### src/pkg/adc_cal_map.svh
// constants of the autocalibrating conversion sequencer
// assumes one system clock; all pins already synchronous to it
//
// Summary of operation
// - raising calibration request resets logic, aborts any activity, drives busy high
// - calibration starts when request falls, lasts 85,532 master clocks, then busy drops
// - strobe high during calibration puts meaningless diagnostic bits on serial output
// - calibrate offset via ground sense first, then MSB capacitor, then eight more
// - corrections kept in on-chip memory and applied to every later conversion
// - a calibration request is accepted at any moment, whatever the activity
// - before any calibration the state and accuracy are undefined
// - each sample resolved by successive approximation into a 16-bit result
// - busy high while a request is held or conversion or calibration runs, low otherwise
`ifndef ADC_CAL_MAP_SVH
`define ADC_CAL_MAP_SVH

`define CAL_MCLK_CYCLES 85532
`define CAL_CNT_W 17
`define RESULT_W 16
`define CORR_W 8
`define CAL_STEPS 4'h9
`define COEF_ADDR_W 4
`define COEF_DEPTH 16
`define OFFSET_ENTRY 4'h0
`define CONV_EDGES 5'h10
`define CORR_TOP_BITS 9

`endif

### src/pkg/adc_cal_pkg.sv
// types of the autocalibrating conversion sequencer
// assumes adc_cal_map.svh supplies the numbers
package adc_cal_pkg;

  typedef enum logic [3:0] {
    ST_IDLE = 4'b0001,
    ST_HOLD = 4'b0010,
    ST_CAL  = 4'b0100,
    ST_CONV = 4'b1000
  } seq_state_e;

endpackage

### src/core/adc_autocal_sequencer.sv
// sequencer for calibration and 16-bit successive-approximation conversion
// assumes master clock, strobe, request and comparator pins synchronous to sys_clk_in
`include "adc_cal_map.svh"

module adc_autocal_sequencer #(
  parameter logic [`CAL_CNT_W-1:0] CAL_CYCLES = `CAL_CNT_W'(`CAL_MCLK_CYCLES)
) (
  input wire logic sys_clk_in, // system clock, 250 MHz
  input wire logic srst_in, // sync reset, active high
  input wire logic cal_req_in, // calibration request pin
  input wire logic sample_in, // acquisition strobe pin
  input wire logic mclk_in, // master clock pin
  input wire logic cmp_in, // comparator decision, high keeps trial bit
  output logic busy_out, // conversion or calibration in progress
  output logic serial_result_out, // bit decisions, msb first
  output logic [`RESULT_W-1:0] result_out, // corrected result
  output logic result_valid_out, // one-cycle pulse with new result
  output logic [`RESULT_W-1:0] sar_code_out, // main array trial code
  output logic track_out, // sample-hold tracking input
  output logic gnd_sense_sel_out, // input tied to ground sense
  output logic [3:0] cap_sel_out, // capacitor under test, 0 none
  output logic [`CORR_W-1:0] cal_dac_out, // calibration dac code
  output logic calibrated_out // a calibration has completed
);

  // ----------------------------------------
  // pin history and edges
  // ----------------------------------------
  logic mclk_q, mclk_d;
  logic sample_q, sample_d;
  logic mclk_rise, sample_fall;

  always_comb begin
    mclk_d = mclk_in;
    sample_d = sample_in;
    mclk_rise = mclk_in & ~mclk_q;
    sample_fall = sample_q & ~sample_in;
  end

  always_ff @(posedge sys_clk_in) begin
    if (srst_in) begin
      mclk_q <= 1'b0;
      sample_q <= 1'b0;
    end else begin
      mclk_q <= mclk_d;
      sample_q <= sample_d;
    end
  end

  // ----------------------------------------
  // correction memory
  // ----------------------------------------
  logic ram_we;
  logic [`COEF_ADDR_W-1:0] ram_waddr, ram_raddr;
  logic [`CORR_W-1:0] ram_wdata, ram_rdata;

  cal_coef_ram u_coef (
    .sys_clk_in(sys_clk_in),
    .srst_in(srst_in),
    .wr_en_in(ram_we),
    .wr_addr_in(ram_waddr),
    .wr_data_in(ram_wdata),
    .rd_addr_in(ram_raddr),
    .rd_data_out(ram_rdata)
  );

  // ----------------------------------------
  // sequencer state
  // ----------------------------------------
  adc_cal_pkg::seq_state_e state_q, state_d;
  logic busy_q, busy_d;
  logic calibrated_q, calibrated_d;
  logic [`CAL_CNT_W-1:0] cal_cnt_q, cal_cnt_d;
  logic [3:0] step_q, step_d;
  logic [`CORR_W-1:0] corr_code_q, corr_code_d, corr_mask_q, corr_mask_d;
  logic [`RESULT_W-1:0] sar_q, sar_d, mask_q, mask_d;
  logic [4:0] edges_q, edges_d;
  logic signed [`RESULT_W:0] acc_q, acc_d;
  logic [`RESULT_W-1:0] result_q, result_d;
  logic valid_q, valid_d;
  logic sdo_q, sdo_d;
  logic track_q, track_d;
  logic gnd_q, gnd_d;
  logic [3:0] cap_q, cap_d;
  logic [`CORR_W-1:0] kept_corr;
  logic [`RESULT_W-1:0] kept_sar;
  logic signed [`RESULT_W+1:0] diff;
  logic top_bit;

  always_comb begin
    state_d = state_q;
    calibrated_d = calibrated_q;
    cal_cnt_d = cal_cnt_q;
    step_d = step_q;
    corr_code_d = corr_code_q;
    corr_mask_d = corr_mask_q;
    sar_d = sar_q;
    mask_d = mask_q;
    edges_d = edges_q;
    acc_d = acc_q;
    result_d = result_q;
    valid_d = 1'b0;
    sdo_d = sdo_q;
    ram_we = 1'b0;
    ram_waddr = step_q;
    ram_wdata = corr_code_q;
    ram_raddr = `OFFSET_ENTRY;
    kept_corr = cmp_in ? corr_code_q : (corr_code_q & ~corr_mask_q);
    kept_sar = cmp_in ? sar_q : (sar_q & ~mask_q);
    top_bit = (edges_q < 5'(`CORR_TOP_BITS));
    diff = $signed({2'b00, sar_q}) - $signed({acc_q[`RESULT_W], acc_q});
    case (state_q)
      adc_cal_pkg::ST_IDLE: begin
        if (sample_fall) begin
          state_d = adc_cal_pkg::ST_CONV;
          sar_d = 16'h8000;
          mask_d = 16'h8000;
          edges_d = 5'h00;
          acc_d = (`RESULT_W+1)'($signed(ram_rdata));
        end
      end
      adc_cal_pkg::ST_HOLD: begin
        if (!cal_req_in) begin
          state_d = adc_cal_pkg::ST_CAL;
        end
      end
      adc_cal_pkg::ST_CAL: begin
        if (mclk_rise) begin
          cal_cnt_d = cal_cnt_q + `CAL_CNT_W'(1);
          if (step_q <= `CAL_STEPS) begin
            sdo_d = cmp_in;
            corr_code_d = kept_corr;
            corr_mask_d = corr_mask_q >> 1;
            if (corr_mask_q[0]) begin
              ram_we = 1'b1;
              ram_wdata = kept_corr;
              step_d = step_q + 4'h1;
              corr_code_d = 8'h80;
              corr_mask_d = 8'h80;
            end else begin
              corr_code_d = kept_corr | (corr_mask_q >> 1);
            end
          end
          if (cal_cnt_q == CAL_CYCLES - `CAL_CNT_W'(1)) begin
            state_d = adc_cal_pkg::ST_IDLE;
            calibrated_d = 1'b1;
          end
        end
      end
      adc_cal_pkg::ST_CONV: begin
        // park on the offset entry after the last bit, ready for a back-to-back start
        ram_raddr = (edges_q < `CONV_EDGES) ? 4'(edges_q) + 4'h1 : `OFFSET_ENTRY;
        if (mclk_rise) begin
          edges_d = edges_q + 5'h01;
          if (edges_q < `CONV_EDGES) begin
            sdo_d = cmp_in;
            sar_d = kept_sar | (mask_q >> 1);
            mask_d = mask_q >> 1;
            if (top_bit && cmp_in) begin
              acc_d = acc_q + (`RESULT_W+1)'($signed(ram_rdata));
            end
          end else begin
            state_d = adc_cal_pkg::ST_IDLE;
            valid_d = 1'b1;
            if (diff > 18'sh07fff) begin
              result_d = 16'h7fff;
            end else if (diff < -18'sh08000) begin
              result_d = 16'h8000;
            end else begin
              result_d = diff[`RESULT_W-1:0];
            end
          end
        end
      end
      default: begin
        state_d = adc_cal_pkg::ST_HOLD;
      end
    endcase
    if (cal_req_in) begin
      state_d = adc_cal_pkg::ST_HOLD;
      cal_cnt_d = '0;
      step_d = `OFFSET_ENTRY;
      corr_code_d = 8'h80;
      corr_mask_d = 8'h80;
      sar_d = '0;
      mask_d = '0;
      edges_d = '0;
      acc_d = '0;
      calibrated_d = 1'b0;
      sdo_d = 1'b0;
      valid_d = 1'b0;
    end
    busy_d = (state_d != adc_cal_pkg::ST_IDLE);
    track_d = (state_d == adc_cal_pkg::ST_IDLE) && sample_in;
    gnd_d = (state_d == adc_cal_pkg::ST_CAL) && (step_d == `OFFSET_ENTRY);
    cap_d = (state_d == adc_cal_pkg::ST_CAL && step_d <= `CAL_STEPS) ? step_d : 4'h0;
  end

  always_ff @(posedge sys_clk_in) begin
    if (srst_in) begin
      state_q <= adc_cal_pkg::ST_IDLE;
      busy_q <= 1'b0;
      calibrated_q <= 1'b0;
      cal_cnt_q <= '0;
      step_q <= '0;
      corr_code_q <= 8'h80;
      corr_mask_q <= 8'h80;
      sar_q <= '0;
      mask_q <= '0;
      edges_q <= '0;
      acc_q <= '0;
      result_q <= '0;
      valid_q <= 1'b0;
      sdo_q <= 1'b0;
      track_q <= 1'b0;
      gnd_q <= 1'b0;
      cap_q <= 4'h0;
    end else begin
      state_q <= state_d;
      busy_q <= busy_d;
      calibrated_q <= calibrated_d;
      cal_cnt_q <= cal_cnt_d;
      step_q <= step_d;
      corr_code_q <= corr_code_d;
      corr_mask_q <= corr_mask_d;
      sar_q <= sar_d;
      mask_q <= mask_d;
      edges_q <= edges_d;
      acc_q <= acc_d;
      result_q <= result_d;
      valid_q <= valid_d;
      sdo_q <= sdo_d;
      track_q <= track_d;
      gnd_q <= gnd_d;
      cap_q <= cap_d;
    end
  end

  // ----------------------------------------
  // outputs
  // ----------------------------------------
  assign busy_out = busy_q;
  assign serial_result_out = sdo_q;
  assign result_out = result_q;
  assign result_valid_out = valid_q;
  assign sar_code_out = sar_q;
  assign track_out = track_q;
  assign gnd_sense_sel_out = gnd_q;
  assign cap_sel_out = cap_q;
  assign cal_dac_out = corr_code_q;
  assign calibrated_out = calibrated_q;

endmodule // adc_autocal_sequencer

### src/core/cal_coef_ram.sv
// correction memory: one write port, registered read
// assumes single clock, synchronous active-high reset of the read register only
`include "adc_cal_map.svh"

module cal_coef_ram (
  input wire logic sys_clk_in, // system clock
  input wire logic srst_in, // sync reset
  input wire logic wr_en_in, // write strobe
  input wire logic [`COEF_ADDR_W-1:0] wr_addr_in, // write entry
  input wire logic [`CORR_W-1:0] wr_data_in, // write value
  input wire logic [`COEF_ADDR_W-1:0] rd_addr_in, // read entry
  output logic [`CORR_W-1:0] rd_data_out // registered read value
);

  logic [`CORR_W-1:0] mem_q [`COEF_DEPTH];
  logic [`CORR_W-1:0] rd_q;
  logic [`CORR_W-1:0] rd_d;

  always_comb begin
    rd_d = mem_q[rd_addr_in];
  end

  always_ff @(posedge sys_clk_in) begin
    if (wr_en_in) begin
      mem_q[wr_addr_in] <= wr_data_in;
    end
    if (srst_in) begin
      rd_q <= '0;
    end else begin
      rd_q <= rd_d;
    end
  end

  assign rd_data_out = rd_q;

endmodule // cal_coef_ram

### config.mk
export PLATFORM = sky130hd
export DESIGN_NAME = adc_autocal_sequencer
export DESIGN_NICKNAME = d
export VERILOG_FILES = /design/src/pkg/adc_cal_pkg.sv /design/src/core/adc_autocal_sequencer.sv /design/src/core/cal_coef_ram.sv
export VERILOG_INCLUDE_DIRS = /design/src /design/src/pkg
export SDC_FILE = /design/constraint.sdc
export NUM_CORES = 1
export LEC_CHECK = 0
export ABC_CLOCK_PERIOD_IN_PS = 9300
export BUFFER_PORTS_ARGS = -buffer_cell sky130_fd_sc_hd__buf_2
export CORE_MARGIN = 3
export CORE_UTILIZATION = 65
export CTS_BUF_LIST = sky130_fd_sc_hd__clkbuf_2
export CTS_CLUSTER_SIZE = 8
export DETAILED_ROUTE_END_ITERATION = 16
export GPL_TIMING_DRIVEN = 0
export PLACE_DENSITY = 0.91
export SYNTH_ARGS = -nofsm -noshare
export SYNTH_HDL_FRONTEND = slang
export SYNTH_HIERARCHICAL = 1
export SYNTH_SLANG_ARGS = --single-unit
### constraint.sdc
create_clock -name sys_clk_in -period 9.3 [get_ports sys_clk_in]
set_input_delay 0.93 -clock sys_clk_in [delete_from_list [all_inputs] [get_ports sys_clk_in]]
set_output_delay 0.93 -clock sys_clk_in [all_outputs]
set_load 0.02 [all_outputs]
==> summary.txt, run 1 <==
Mapped Area: 0.0118 mm2
RR Endpoint: u_coef/mem_q[0][2]
Area growth syn-to-layout: 10.4%
# rows: 48
CTS hold repair buffers: 0
Detailed placement HPWL: 20.2 mm
Setup crit end kind: register
DRT Wirelength: 28.6 mm
Remaining Overflow, GRT: 0
Slowest stage delay, CP: 0.98 ns
Area contributors post-synth: edfxtp_1, dfxtp_1, a21oi_1
Combinational group share of total power: 0.038
Num CTS Buffers: 60
Skew final: 0.0906 ns
Mapped Cells: 1052
H-tree depth: 2
DRC Markers: 0
WS Path Type: reg -> reg
Cell depth of the worst flop-to-flop path: 7
First-pass GRT wire length: 45.6 mm
GR Util All Layers: 0.287
Starting Density: 0.674
Main synth FF type: dfxtp_1
Clock sink count: 259
Post-synth EDFFs: 128
Fillers: 1109
Die Y: 141 um
Setup TNS: 0 ns
Pwr dens: 156 mW/mm2
Number of routed nets with antenna violations: 0
Vias after detailed routing: 9260
Seq/Total Area, Yosys: 0.547
Total net switching power: 0.503 mW
Period utilization: 0.407
Avg Cell Area, Syn: 11.2 um2
Critical Path End: u_coef/mem_q[0][2]
Slew margin rel.: 0.118
Peak VDD IR: 0.128 mV
CP Launch Type: register
Tmin final: 3.79 ns
Antenna violations before repair: 2
Worst Setup SP: state_q[1]
Pwr Total: 2.04 mW
Placed standard-cell area: 0.0124 mm2
Register bit total from synthesis: 259
Switching part of the total power: 0.247
R2r setup slk: 5.51 ns
Iter 0 DRT Violations: 893
Post-Layout Inst Area: 0.0131 mm2
Port Buffer Count: 55
Met1 Use GR: 0.355
Largest net degree at the start of global routing: 19
CTS tree: yes
Share of layout cells above drive strength 1: 0.169
Clk root buf: clkbuf_2
Max_cap viols: 0
Crit-path max FO: 11
Vias in the first global route: 9166
I/O pins: 56
Worst-margin pin slew: 1.31 ns
Final GP Congestion: 0.906
Async SR Flop Fraction: 0
Met3 Resource Use GR: 0.0566
Internal power: 1.53 mW
Vias per cell: 6.38
Die area: 0.0198 mm2
Final setup fails: 0
Critical path's slowest cell: nor3_1
Clk Latency, worst-skew pair: 0.88 ns
Clock transition at the registers of the reported paths: 0.12 ns
Worst path cell trace: or4b_1 > nor2_4 > and2_1 > nand2_1 > clkinv_1 > or3b_2 > nor3_1
# nets final: 1221
Lkg Pwr: 4.81 nW
Post-CTS resize count: 0
Clock tree buffer depth: 3
Final Core Density: 0.744
Die X: 141 um
Slew Limit Fails: 0
Sequential share of power: 0.585
Most Used Layer, Global Route: met2
Synth top area share: 0.325
Status: completed
Fin. Hold Viols: 0
Critical path arrival: 4.26 ns
Met2 usage: 0.484
Synth area leader: edfxtp_1
Worst r2r src: state_q[1]
Clock share of power: 0.376
Syn_nets: 1097
F_max: 264 MHz
Synth warnings: 6
Setup bufs post-CTS: 0
Worst Hold Class: in -> reg
DR WL/cell: 19.7 um
Synth cell types: 74
Total core area: 0.0175 mm2
Required @ worst endpoint: 9.77 ns
Drt pass-1 iters: 7
Unrepaired setup endpoints after global routing: false
-- final cells by class --
cell class / count / area, um2 / share of cell area
clock buffers: 88 / 440 / 0.0337
multi-input cells: 706 / 4960 / 0.380
diodes: 1 / 2.50 / 0.000192
clock inverters: 24 / 166 / 0.0127
inverters: 40 / 150 / 0.0115
repair buffers: 62 / 339 / 0.0260
flip-flops and latches: 259 / 6470 / 0.495
plain buffers: 47 / 245 / 0.0188
well taps: 225 / 282 / 0.0216
-- through the flow --
| stage | hold slack [ns] | setup WS [ns] | std cells |
|---|---|---|---|
| after floorplan | 0.436 | 6.12 | 1052 |
| after global placement | 0.441 | 5.43 | 1332 |
| after detailed placement | 0.448 | 5.43 | 1338 |
| after CTS | 0.247 | 5.64 | 1450 |
| after global routing | 0.288 | 5.31 | 1452 |
| final | 0.307 | 5.51 | 1452 |
-- synth_stat cells, types with 8 or more instances --
cell type / instances
a21o_1: 10
nand3_1: 12
nor2b_1: 10
o21ai_0: 53
edfxtp_1: 128
a211oi_1: 15
mux2i_1: 29
nor3_1: 26
nor2_1: 85
a21oi_1: 113
nand2b_1: 9
ha_1: 37
xor2_1: 18
dfxtp_1: 131
inv_1: 38
xnor2_1: 25
or3_1: 12
clkbuf_1: 27
mux4_1: 15
o21ai_1: 8
a221o_1: 15
nand2_1: 88
-- worst max-delay path, delay by kind of cell, from the launching register on --
kind	cells	cell delay (ns)
buf+inv	1	0.24
simple gates	6	2.77
flops	1	0.38
-- power groups by stage --
stage	Sequential, mW	Clock (mW)	Combinational (mW)
after floorplan	1.22	0	0.0554
after global placement	1.22	0	0.0726
after detailed placement	1.22	0	0.0752
after CTS	1.19	0.775	0.0758
after global routing	1.19	0.832	0.0836
final	1.19	0.767	0.0776
-- layer usage --
layer | part of all wire | vias up
met3 | 0.086 | 124
met5 | 0.00049 | -
met1 | 0.37 | 4401
met2 | 0.49 | 538
li1 | - | 4195
met4 | 0.044 | 2
-- kinds of logic after synthesis --
kind of cell / after synthesis / share of synthesized area
compound gates: 283 / 0.156
xor+xnor: 43 / 0.0319
fa+ha+maj: 39 / 0.0425
buf+inv: 87 / 0.0334
flops: 259 / 0.547
mux: 51 / 0.0712
simple gates: 290 / 0.118
-- flip-flops by register name, indices dropped and copies added, names as in the netlist, 5 cells and up --
register and cells:
acc_q 17, cal_cnt_q 17, cal_dac_out 8, corr_mask_q 8, edges_q 5, mask_q 16, result_out 16, sar_code_out 16
u_coef/mem_q 128, u_coef/rd_data_out 8
-- placed cells by master (no fill, tap or decap), types with 6 or more instances in the layout --
cell / instances
a211oi_1: 15
mux2i_1: 29
xnor2_1: 25
buf_6: 7
nand3_1: 12
xor2_1: 18
edfxtp_1: 128
or3_1: 12
a21oi_1: 113
a21boi_1: 7
dfxtp_1: 131
a221o_1: 15
mux4_1: 15
nor2_1: 85
a21o_1: 10
inv_1: 38
clkinv_1: 18
o21a_1: 7
o21ai_1: 8
o21ai_0: 53
buf_2: 62
nand2_1: 88
nor2b_1: 10
buf_4: 6
nand2b_1: 9
mux4_2: 7
ha_1: 37
nor3_1: 26
a31oi_1: 7
clkbuf_2: 88
clkbuf_1: 27
nand3b_1: 7
-- worst min-delay path by stage --
stage / cells after the start / startpoint / endpoint / slack [ns]
after floorplan: 2 / corr_mask_q[7] / corr_mask_q[7] / 0.44
after global placement: 2 / mask_q[0] / mask_q[0] / 0.44
after detailed placement: 2 / mask_q[0] / mask_q[0] / 0.45
after CTS: 2 / mclk_in / mclk_q / 0.25
after global routing: 2 / sample_in / sample_q / 0.29
final: 2 / mclk_in / mclk_q / 0.31
(Power assumes the default switching activity.)
==> inputs of run 2 (changes only) <==
- ABC_AREA: default -> 1
- ABC_CLOCK_PERIOD_IN_PS: 9300 -> 3700
- CORE_UTILIZATION: 65 -> 64
- PLACE_DENSITY: 0.91 -> 0.89
- clock period: 9.3 -> 3.7 ns (I/O delays scaled with it)
==> run 2 against run 1 <==
Critical path depth rose by 7; combinational power rose to 3.0 times the previous value; routed wire length rose by 9.3%; hold slack got worse by 0.074 ns; total power rose by 150%; maximum frequency rose by 31%; clock-buffer cell count rose by 1; global-route usage fell by 0.15 points; setup slack got worse by 4.7 ns; largest cell class unchanged; highest routed layer is now met4.
==> summary.txt, run 2 <==
Status: completed
CP Launch Type: register
Area contributors post-synth: edfxtp_1, dfxtp_1, nand2_1
Top flop regs: u_coef/mem_q x128, acc_q x17, cal_cnt_q x17
DRC Markers: 0 (unchanged)
Clock transition at the registers of the reported paths: 0.10 ns (-0.02 ns)
Mapped Area: 0.0126 mm2 (+6.8%)
Avg Cell Area, Syn: 8.30 um2 (-26%)
Antenna violations before repair: 1 (-1)
Register bit total from synthesis: 259 (unchanged)
Vias in the first global route: 10481 (+14%)
Pwr dens: 362 mW/mm2 (+130%)
Most frequent cells in the layout: nand2_1, inv_1, a21oi_1
WHS Endpoint: mclk_q
Setup TNS: 0 ns (unchanged)
First-pass GRT wire length: 50.2 mm (+10%)
Post-CTS resize count: 0 (unchanged)
Cell depth of the worst flop-to-flop path: 14 (+7)
Required @ worst endpoint: 4.41 ns (-5.36 ns)
Async SR Flop Fraction: 0 (unchanged)
Vias after detailed routing: 10973 (+18%)
Worst Setup SP: state_q[0]
Synth top cells by count: nand2_1, inv_1, a21oi_1, dfxtp_1, nand3_1
F_max: 346 MHz (+31%)
Vias per cell: 5.63 (-12%)
Share of layout cells above drive strength 1: 0.140 (-0.0284)
Detailed placement HPWL: 22.0 mm (+8.9%)
Clock sink count: 259 (unchanged)
Post-synth EDFFs: 128 (unchanged)
Worst Hold Class: in -> reg
Iter 0 DRT Violations: 1208 (+35%)
Die Y: 146 um (+4.0%)
Area growth syn-to-layout: 9.32%
CTS hold repair buffers: 5 (+5)
CTS tree: yes
Worst-margin pin slew: 1.29 ns (-0.0208 ns)
Clk Latency, worst-skew pair: 0.90 ns (+0.02 ns)
Main synth FF type: dfxtp_1
Remaining Overflow, GRT: 0 (unchanged)
Syn_nets: 1566 (+43%)
Fin. Hold Viols: 0 (unchanged)
Synth warnings: 6 (unchanged)
Critical path arrival: 3.60 ns (-0.66 ns)
Fillers: 1428 (+29%)
H-tree depth: 2 (unchanged)
Final setup fails: 0 (unchanged)
Setup bufs post-CTS: 0 (unchanged)
RR Endpoint: u_coef/rd_data_out[6]
Synth top area share: 0.304 (-0.0208)
# nets final: 1687 (+38%)
Register area: 0.00647 mm2 (unchanged)
Starting Density: 0.664 (-0.0100)
Commonest non-fill, non-tap cell in the layout: nand2_1
R2r setup slk: 0.81 ns (-4.70 ns)
Worst r2r src: state_q[0]
Min-delay src: mclk_in
DR WL/cell: 16.1 um (-19%)
Clock tree buffer depth: 3 (unchanged)
Num CTS Buffers: 60 (unchanged)
Seq/Total Area, Yosys: 0.512 (-0.0350)
Slew Limit Fails: 0 (unchanged)
Final GP Congestion: 0.949 (+4.8%)
Slew margin rel.: 0.139 (+0.0206)
DRT Wirelength: 31.3 mm (+9.3%)
Period utilization: 0.781 (+0.374)
Die area: 0.0215 mm2 (+8.1%)
Largest net degree at the start of global routing: 18 (-1)
Synth cell types: 51 (-31%)
Area occupied by multi-input gates: 0.00511 mm2 (+3.1%)
Lkg Pwr: 6.08 nW (+26%)
Die X: 146 um (+4.0%)
I/O pins: 56 (unchanged)
WS Path Type: reg -> reg
Total core area: 0.0190 mm2 (+8.4%)
Crit-path max FO: 10 (-1)
Synth area leader: edfxtp_1
Number of routed nets with antenna violations: 0 (unchanged)
Inst Count DP: 1835 (+37%)
Largest register FFs: 128 (unchanged)
Setup crit end kind: register
Mapped Cells: 1521 (+45%)
Unrepaired setup endpoints after global routing: false
Largest Register: u_coef/mem_q
Final std cells w/o fill: 1949 (+34%)
Peak VDD IR: 0.316 mV (+150%)
Max_cap viols: 0 (unchanged)
Hold Path Depth: 4 (+2)
# rows: 50 (+4.2%)
Skew final: 0.108 ns (+0.0179 ns)
Tmin final: 2.89 ns (-0.896 ns)
Port Buffer Count: 54 (-1.8%)
GR Util All Layers: 0.286 (-0.00153)
Count leader, synth: nand2_1
Clk root buf: clkbuf_2
Drt pass-1 iters: 6 (-1)
[run 2: cell types whose count changed after synthesis, moves of 15 or more]
cell,delta
xnor2_1,-20
nand2_1,+333
inv_1,+144
a21oi_1,+33
nor2_1,-15
mux4_1,-15
mux2i_1,-29
nand3_1,+117
a221o_1,-15
[run 2: final cells by class]
class,count,share of cell area
inverters,195,0.0530
diodes,1,0.000181
clock buffers,89,0.0323
repair buffers,59,0.0232
multi-input cells,1009,0.370
well taps,260,0.0236
flip-flops and latches,259,0.468
plain buffers,58,0.0231
clock inverters,19,0.00607
[run 2: kinds of logic after synthesis]
family | count (synthesis) | synth area share
fa+ha+maj | 39 | 0.0398
buf+inv | 253 | 0.0832
xor+xnor | 29 | 0.0201
compound gates | 256 | 0.110
flops | 259 | 0.512
simple gates | 685 | 0.235
[run 2: per-layer routing]
layer	wire length, um	share of wire	GRT usage	vias to the layer above
li1	-	-	-	5291
met1	12800	0.41	0.387	5023
met2	14400	0.46	0.450	564
met3	3090	0.099	0.0596	95
met4	992	0.032	0.124	0
met5	0	0	0	-
[run 2: worst max-delay path by stage]
stage,to
finish,u_coef/rd_data_out[6]
global route,u_coef/mem_q[14][0]
CTS,u_coef/mem_q[8][0]
detailed placement,u_coef/mem_q[0][0]
global placement,u_coef/mem_q[3][5]
floorplan,result_out[10]
[run 2: stage by stage]
stage                     instance area, um2  utilization  hold WS [ns]  worst slack, ns  power (mW)
after floorplan                        12600            -         0.441             1.53        3.23
after global placement                 13200        0.695         0.450             1.11        3.28
after detailed placement               13200        0.695         0.454            0.915        3.29
after CTS                              13800        0.726         0.176            0.884        5.02
after global routing                   13800        0.726         0.204            0.622        5.21
final                                  13800        0.726         0.233            0.809        5.00
[run 2: report_power, final]
group	switching [mW]	leakage, nW	total (mW)	internal (mW)
clock network	1.12	0.410	1.77	0.652
logic	0.162	3.44	0.235	0.0726
registers	0.0109	2.24	3.00	2.99
total	1.29	6.08	5.00	3.71
[run 2: worst max-delay path, stage by stage, from the launching register on]
cell and delay, ns:
dfxtp_1 0.35, inv_2 0.10, nand2_2 0.08, nor3_2 0.19, buf_4 0.25, inv_2 0.08, buf_2 0.21, buf_2 0.22
nor2_1 0.11, buf_2 0.20, buf_2 0.28, nand3_1 0.17, nand3_1 0.11, nand3_1 0.11, a21oi_1 0.25
==> inputs of run 3 (changes only) <==
- ABC_CLOCK_PERIOD_IN_PS: 3700 -> 3000
- clock period: 3.7 -> 3 ns (I/O delays scaled with it)
==> run 3 against run 2 <==
First-iteration DRC count down 0.41%; final cell count about the same; routed wire length up 0.23%; sequential power up 23%; clock-buffer cell count unchanged; largest cell class unchanged; non-clock buffer count up 1; total power up 23%; combinational power up 14%; final area up 0.12%; utilization up 0.086 points; clock power up 23%; hold slack better by 0.00058 ns.
==> summary.txt, run 3 (synthesis gave the netlist of run 2 again) <==
Total core area: 0.0190 mm2 (unchanged)
Worst-margin pin slew: 0.907 ns (-0.385 ns)
Iter 0 DRT Violations: 1203 (-0.41%)
Crit-path max FO: 10 (unchanged)
Clock transition at the registers of the reported paths: 0.11 ns (about the same)
CTS tree: yes
Slowest stage delay, CP: 0.39 ns (+0.04 ns)
Num CTS Buffers: 60 (unchanged)
Slew margin rel.: 0.393 (+0.254)
DR WL/cell: 16.1 um (+0.18%)
Number of routed nets with antenna violations: 0 (unchanged)
Final GP Congestion: 0.949 (unchanged)
Period utilization: 0.946 (+0.164)
Peak VDD IR: 0.394 mV (+25%)
Worst path cell trace: inv_2 > nor3_2 > buf_4 > inv_2 > buf_2 > buf_2 > nor2_1 > buf_2 > inv_1 > buf_2 > nand3_1 > nand3_1 > a21oi_1
H-tree depth: 2 (unchanged)
Top flop regs: u_coef/mem_q x128, acc_q x17, cal_cnt_q x17
# nets final: 1688 (+0.059%)
Most frequent cells in the layout: nand2_1, inv_1, a21oi_1
GR Util All Layers: 0.286 (about the same)
Cell family with most CP delay: buffers and inverters
Starting Density: 0.664 (unchanged)
Status: completed
Tmin final: 2.84 ns (-0.0541 ns)
Antenna violations before repair: 1 (unchanged)
Die X: 146 um (unchanged)
Fin. Hold Viols: 0 (unchanged)
Skew final: 0.104 ns (-0.00479 ns)
Worst Hold Class: in -> reg
Clock tree buffer depth: 3 (unchanged)
CP most frequent cell: buf_2
Slew Limit Fails: 0 (unchanged)
Critical path's slowest cell: dfxtp_1
Port Buffer Count: 54 (unchanged)
Clock sink count: 259 (unchanged)
Vias per cell: 5.64 (+0.21%)
Largest Register: u_coef/mem_q
Required @ worst endpoint: 3.71 ns (-0.70 ns)
I/O pins: 56 (unchanged)
Setup TNS: 0 ns (unchanged)
Critical path arrival: 3.55 ns (-0.05 ns)
Die Y: 146 um (unchanged)
First-pass GRT wire length: 50.2 mm (about the same)
Clk Latency, worst-skew pair: 0.90 ns (about the same)
Vias in the first global route: 10480 (-0.0095%)
Share of layout cells above drive strength 1: 0.141 (+0.000509)
Remaining Overflow, GRT: 0 (unchanged)
Largest net degree at the start of global routing: 18 (unchanged)
Detailed placement HPWL: 22.0 mm (unchanged)
Pwr dens: 444 mW/mm2 (+23%)
Clk root buf: clkbuf_2
F_max: 352 MHz (+1.9%)
Vias after detailed routing: 11002 (+0.26%)
Drt pass-1 iters: 7 (+1)
# rows: 50 (unchanged)
DRT Wirelength: 31.4 mm (+0.23%)
Max_cap viols: 0 (unchanged)
CP Launch Type: register
Commonest non-fill, non-tap cell in the layout: nand2_1
Final Core Density: 0.727 (+0.000855)
DRC Markers: 0 (unchanged)
Setup crit end kind: register
WS Path Type: reg -> reg
Lkg Pwr: 6.07 nW (-0.20%)
Final setup fails: 0 (unchanged)
Die area: 0.0215 mm2 (unchanged)
Unrepaired setup endpoints after global routing: false
Area growth syn-to-layout: 9.45%
Number of buffers and inverters on the critical path: 8 (+1)
Largest register FFs: 128 (unchanged)
[run 3: changes by cell type in the layout (fill, tap and decap cells not counted), sizes merged]
cell	delta
buf	-1
clkbuf	+1
dlygate4sd3	+1
[run 3: worst reg2reg max path, cell delays in order (launching register included)]
cell     delay, ns
dfxtp_1       0.39
inv_2         0.06
nor3_2        0.25
buf_4         0.24
inv_2         0.08
buf_2         0.21
buf_2         0.22
nor2_1        0.10
buf_2         0.21
inv_1         0.16
buf_2         0.23
nand3_1       0.17
nand3_1       0.12
a21oi_1       0.21
[run 3: per-stage QoR]
step | power [mW] | cell area, um2 | cells | hold slack [ns] | setup slack (ns)
3_5_place_dp | 4.03 | 13200 | 1835 | 0.454 | 0.215
6_report | 6.14 | 13800 | 1950 | 0.234 | 0.163
4_1_cts | 6.16 | 13800 | 1949 | 0.171 | 0.184
3_3_place_gp | 4.02 | 13200 | 1835 | 0.450 | 0.415
2_1_floorplan | 3.96 | 12600 | 1521 | 0.407 | 0.830
5_1_grt | 6.39 | 13800 | 1950 | 0.194 | 0.00665
[run 3: where the power goes]
part | switching, mW | leakage (nW) | total [mW] | internal, mW
Combinational | 0.185 | 3.37 | 0.267 | 0.0820
Sequential | 0.0103 | 2.30 | 3.69 | 3.68
Clock | 1.38 | 0.410 | 2.18 | 0.804
[run 3: final timing paths]
path	start	to	slack (ns)	cells past startpoint
worst max-delay path	state_q[3]	u_coef/rd_data_out[4]	0.16	13
worst max register to register	state_q[3]	u_coef/rd_data_out[4]	0.16	13
worst min register to register	u_coef/rd_data_out[4]	acc_q[4]	0.43	2
worst min-delay path	sample_in	sample_q	0.23	4
[run 3: final cells by class]
class	count	area (um2)
diodes	1	2.50
multi-input cells	1009	5120
repair buffers	60	330
flip-flops and latches	259	6470
fillers	1422	5190
well taps	260	325
inverters	195	732
plain buffers	58	322
clock buffers	89	445
clock inverters	19	83.8
[run 3: routing by layer]
metal | track usage | up-vias | share of wire
li1 | - | 5277 | -
met1 | 0.387 | 5055 | 0.41
met2 | 0.450 | 573 | 0.46
met3 | 0.0587 | 97 | 0.10
met4 | 0.122 | 0 | 0.031
met5 | 0 | - | 0
[run 3: timing repair]
| action | in CTS | in global routing |
|---|---|---|
| endpoints found under the hold margin | 34 | 0 |
| hold buffers | 6 | 0 |
| gates resized for setup | 0 | 2 |
| endpoints found under the setup margin | 0 | 17 |
| setup buffers | 0 | 0 |
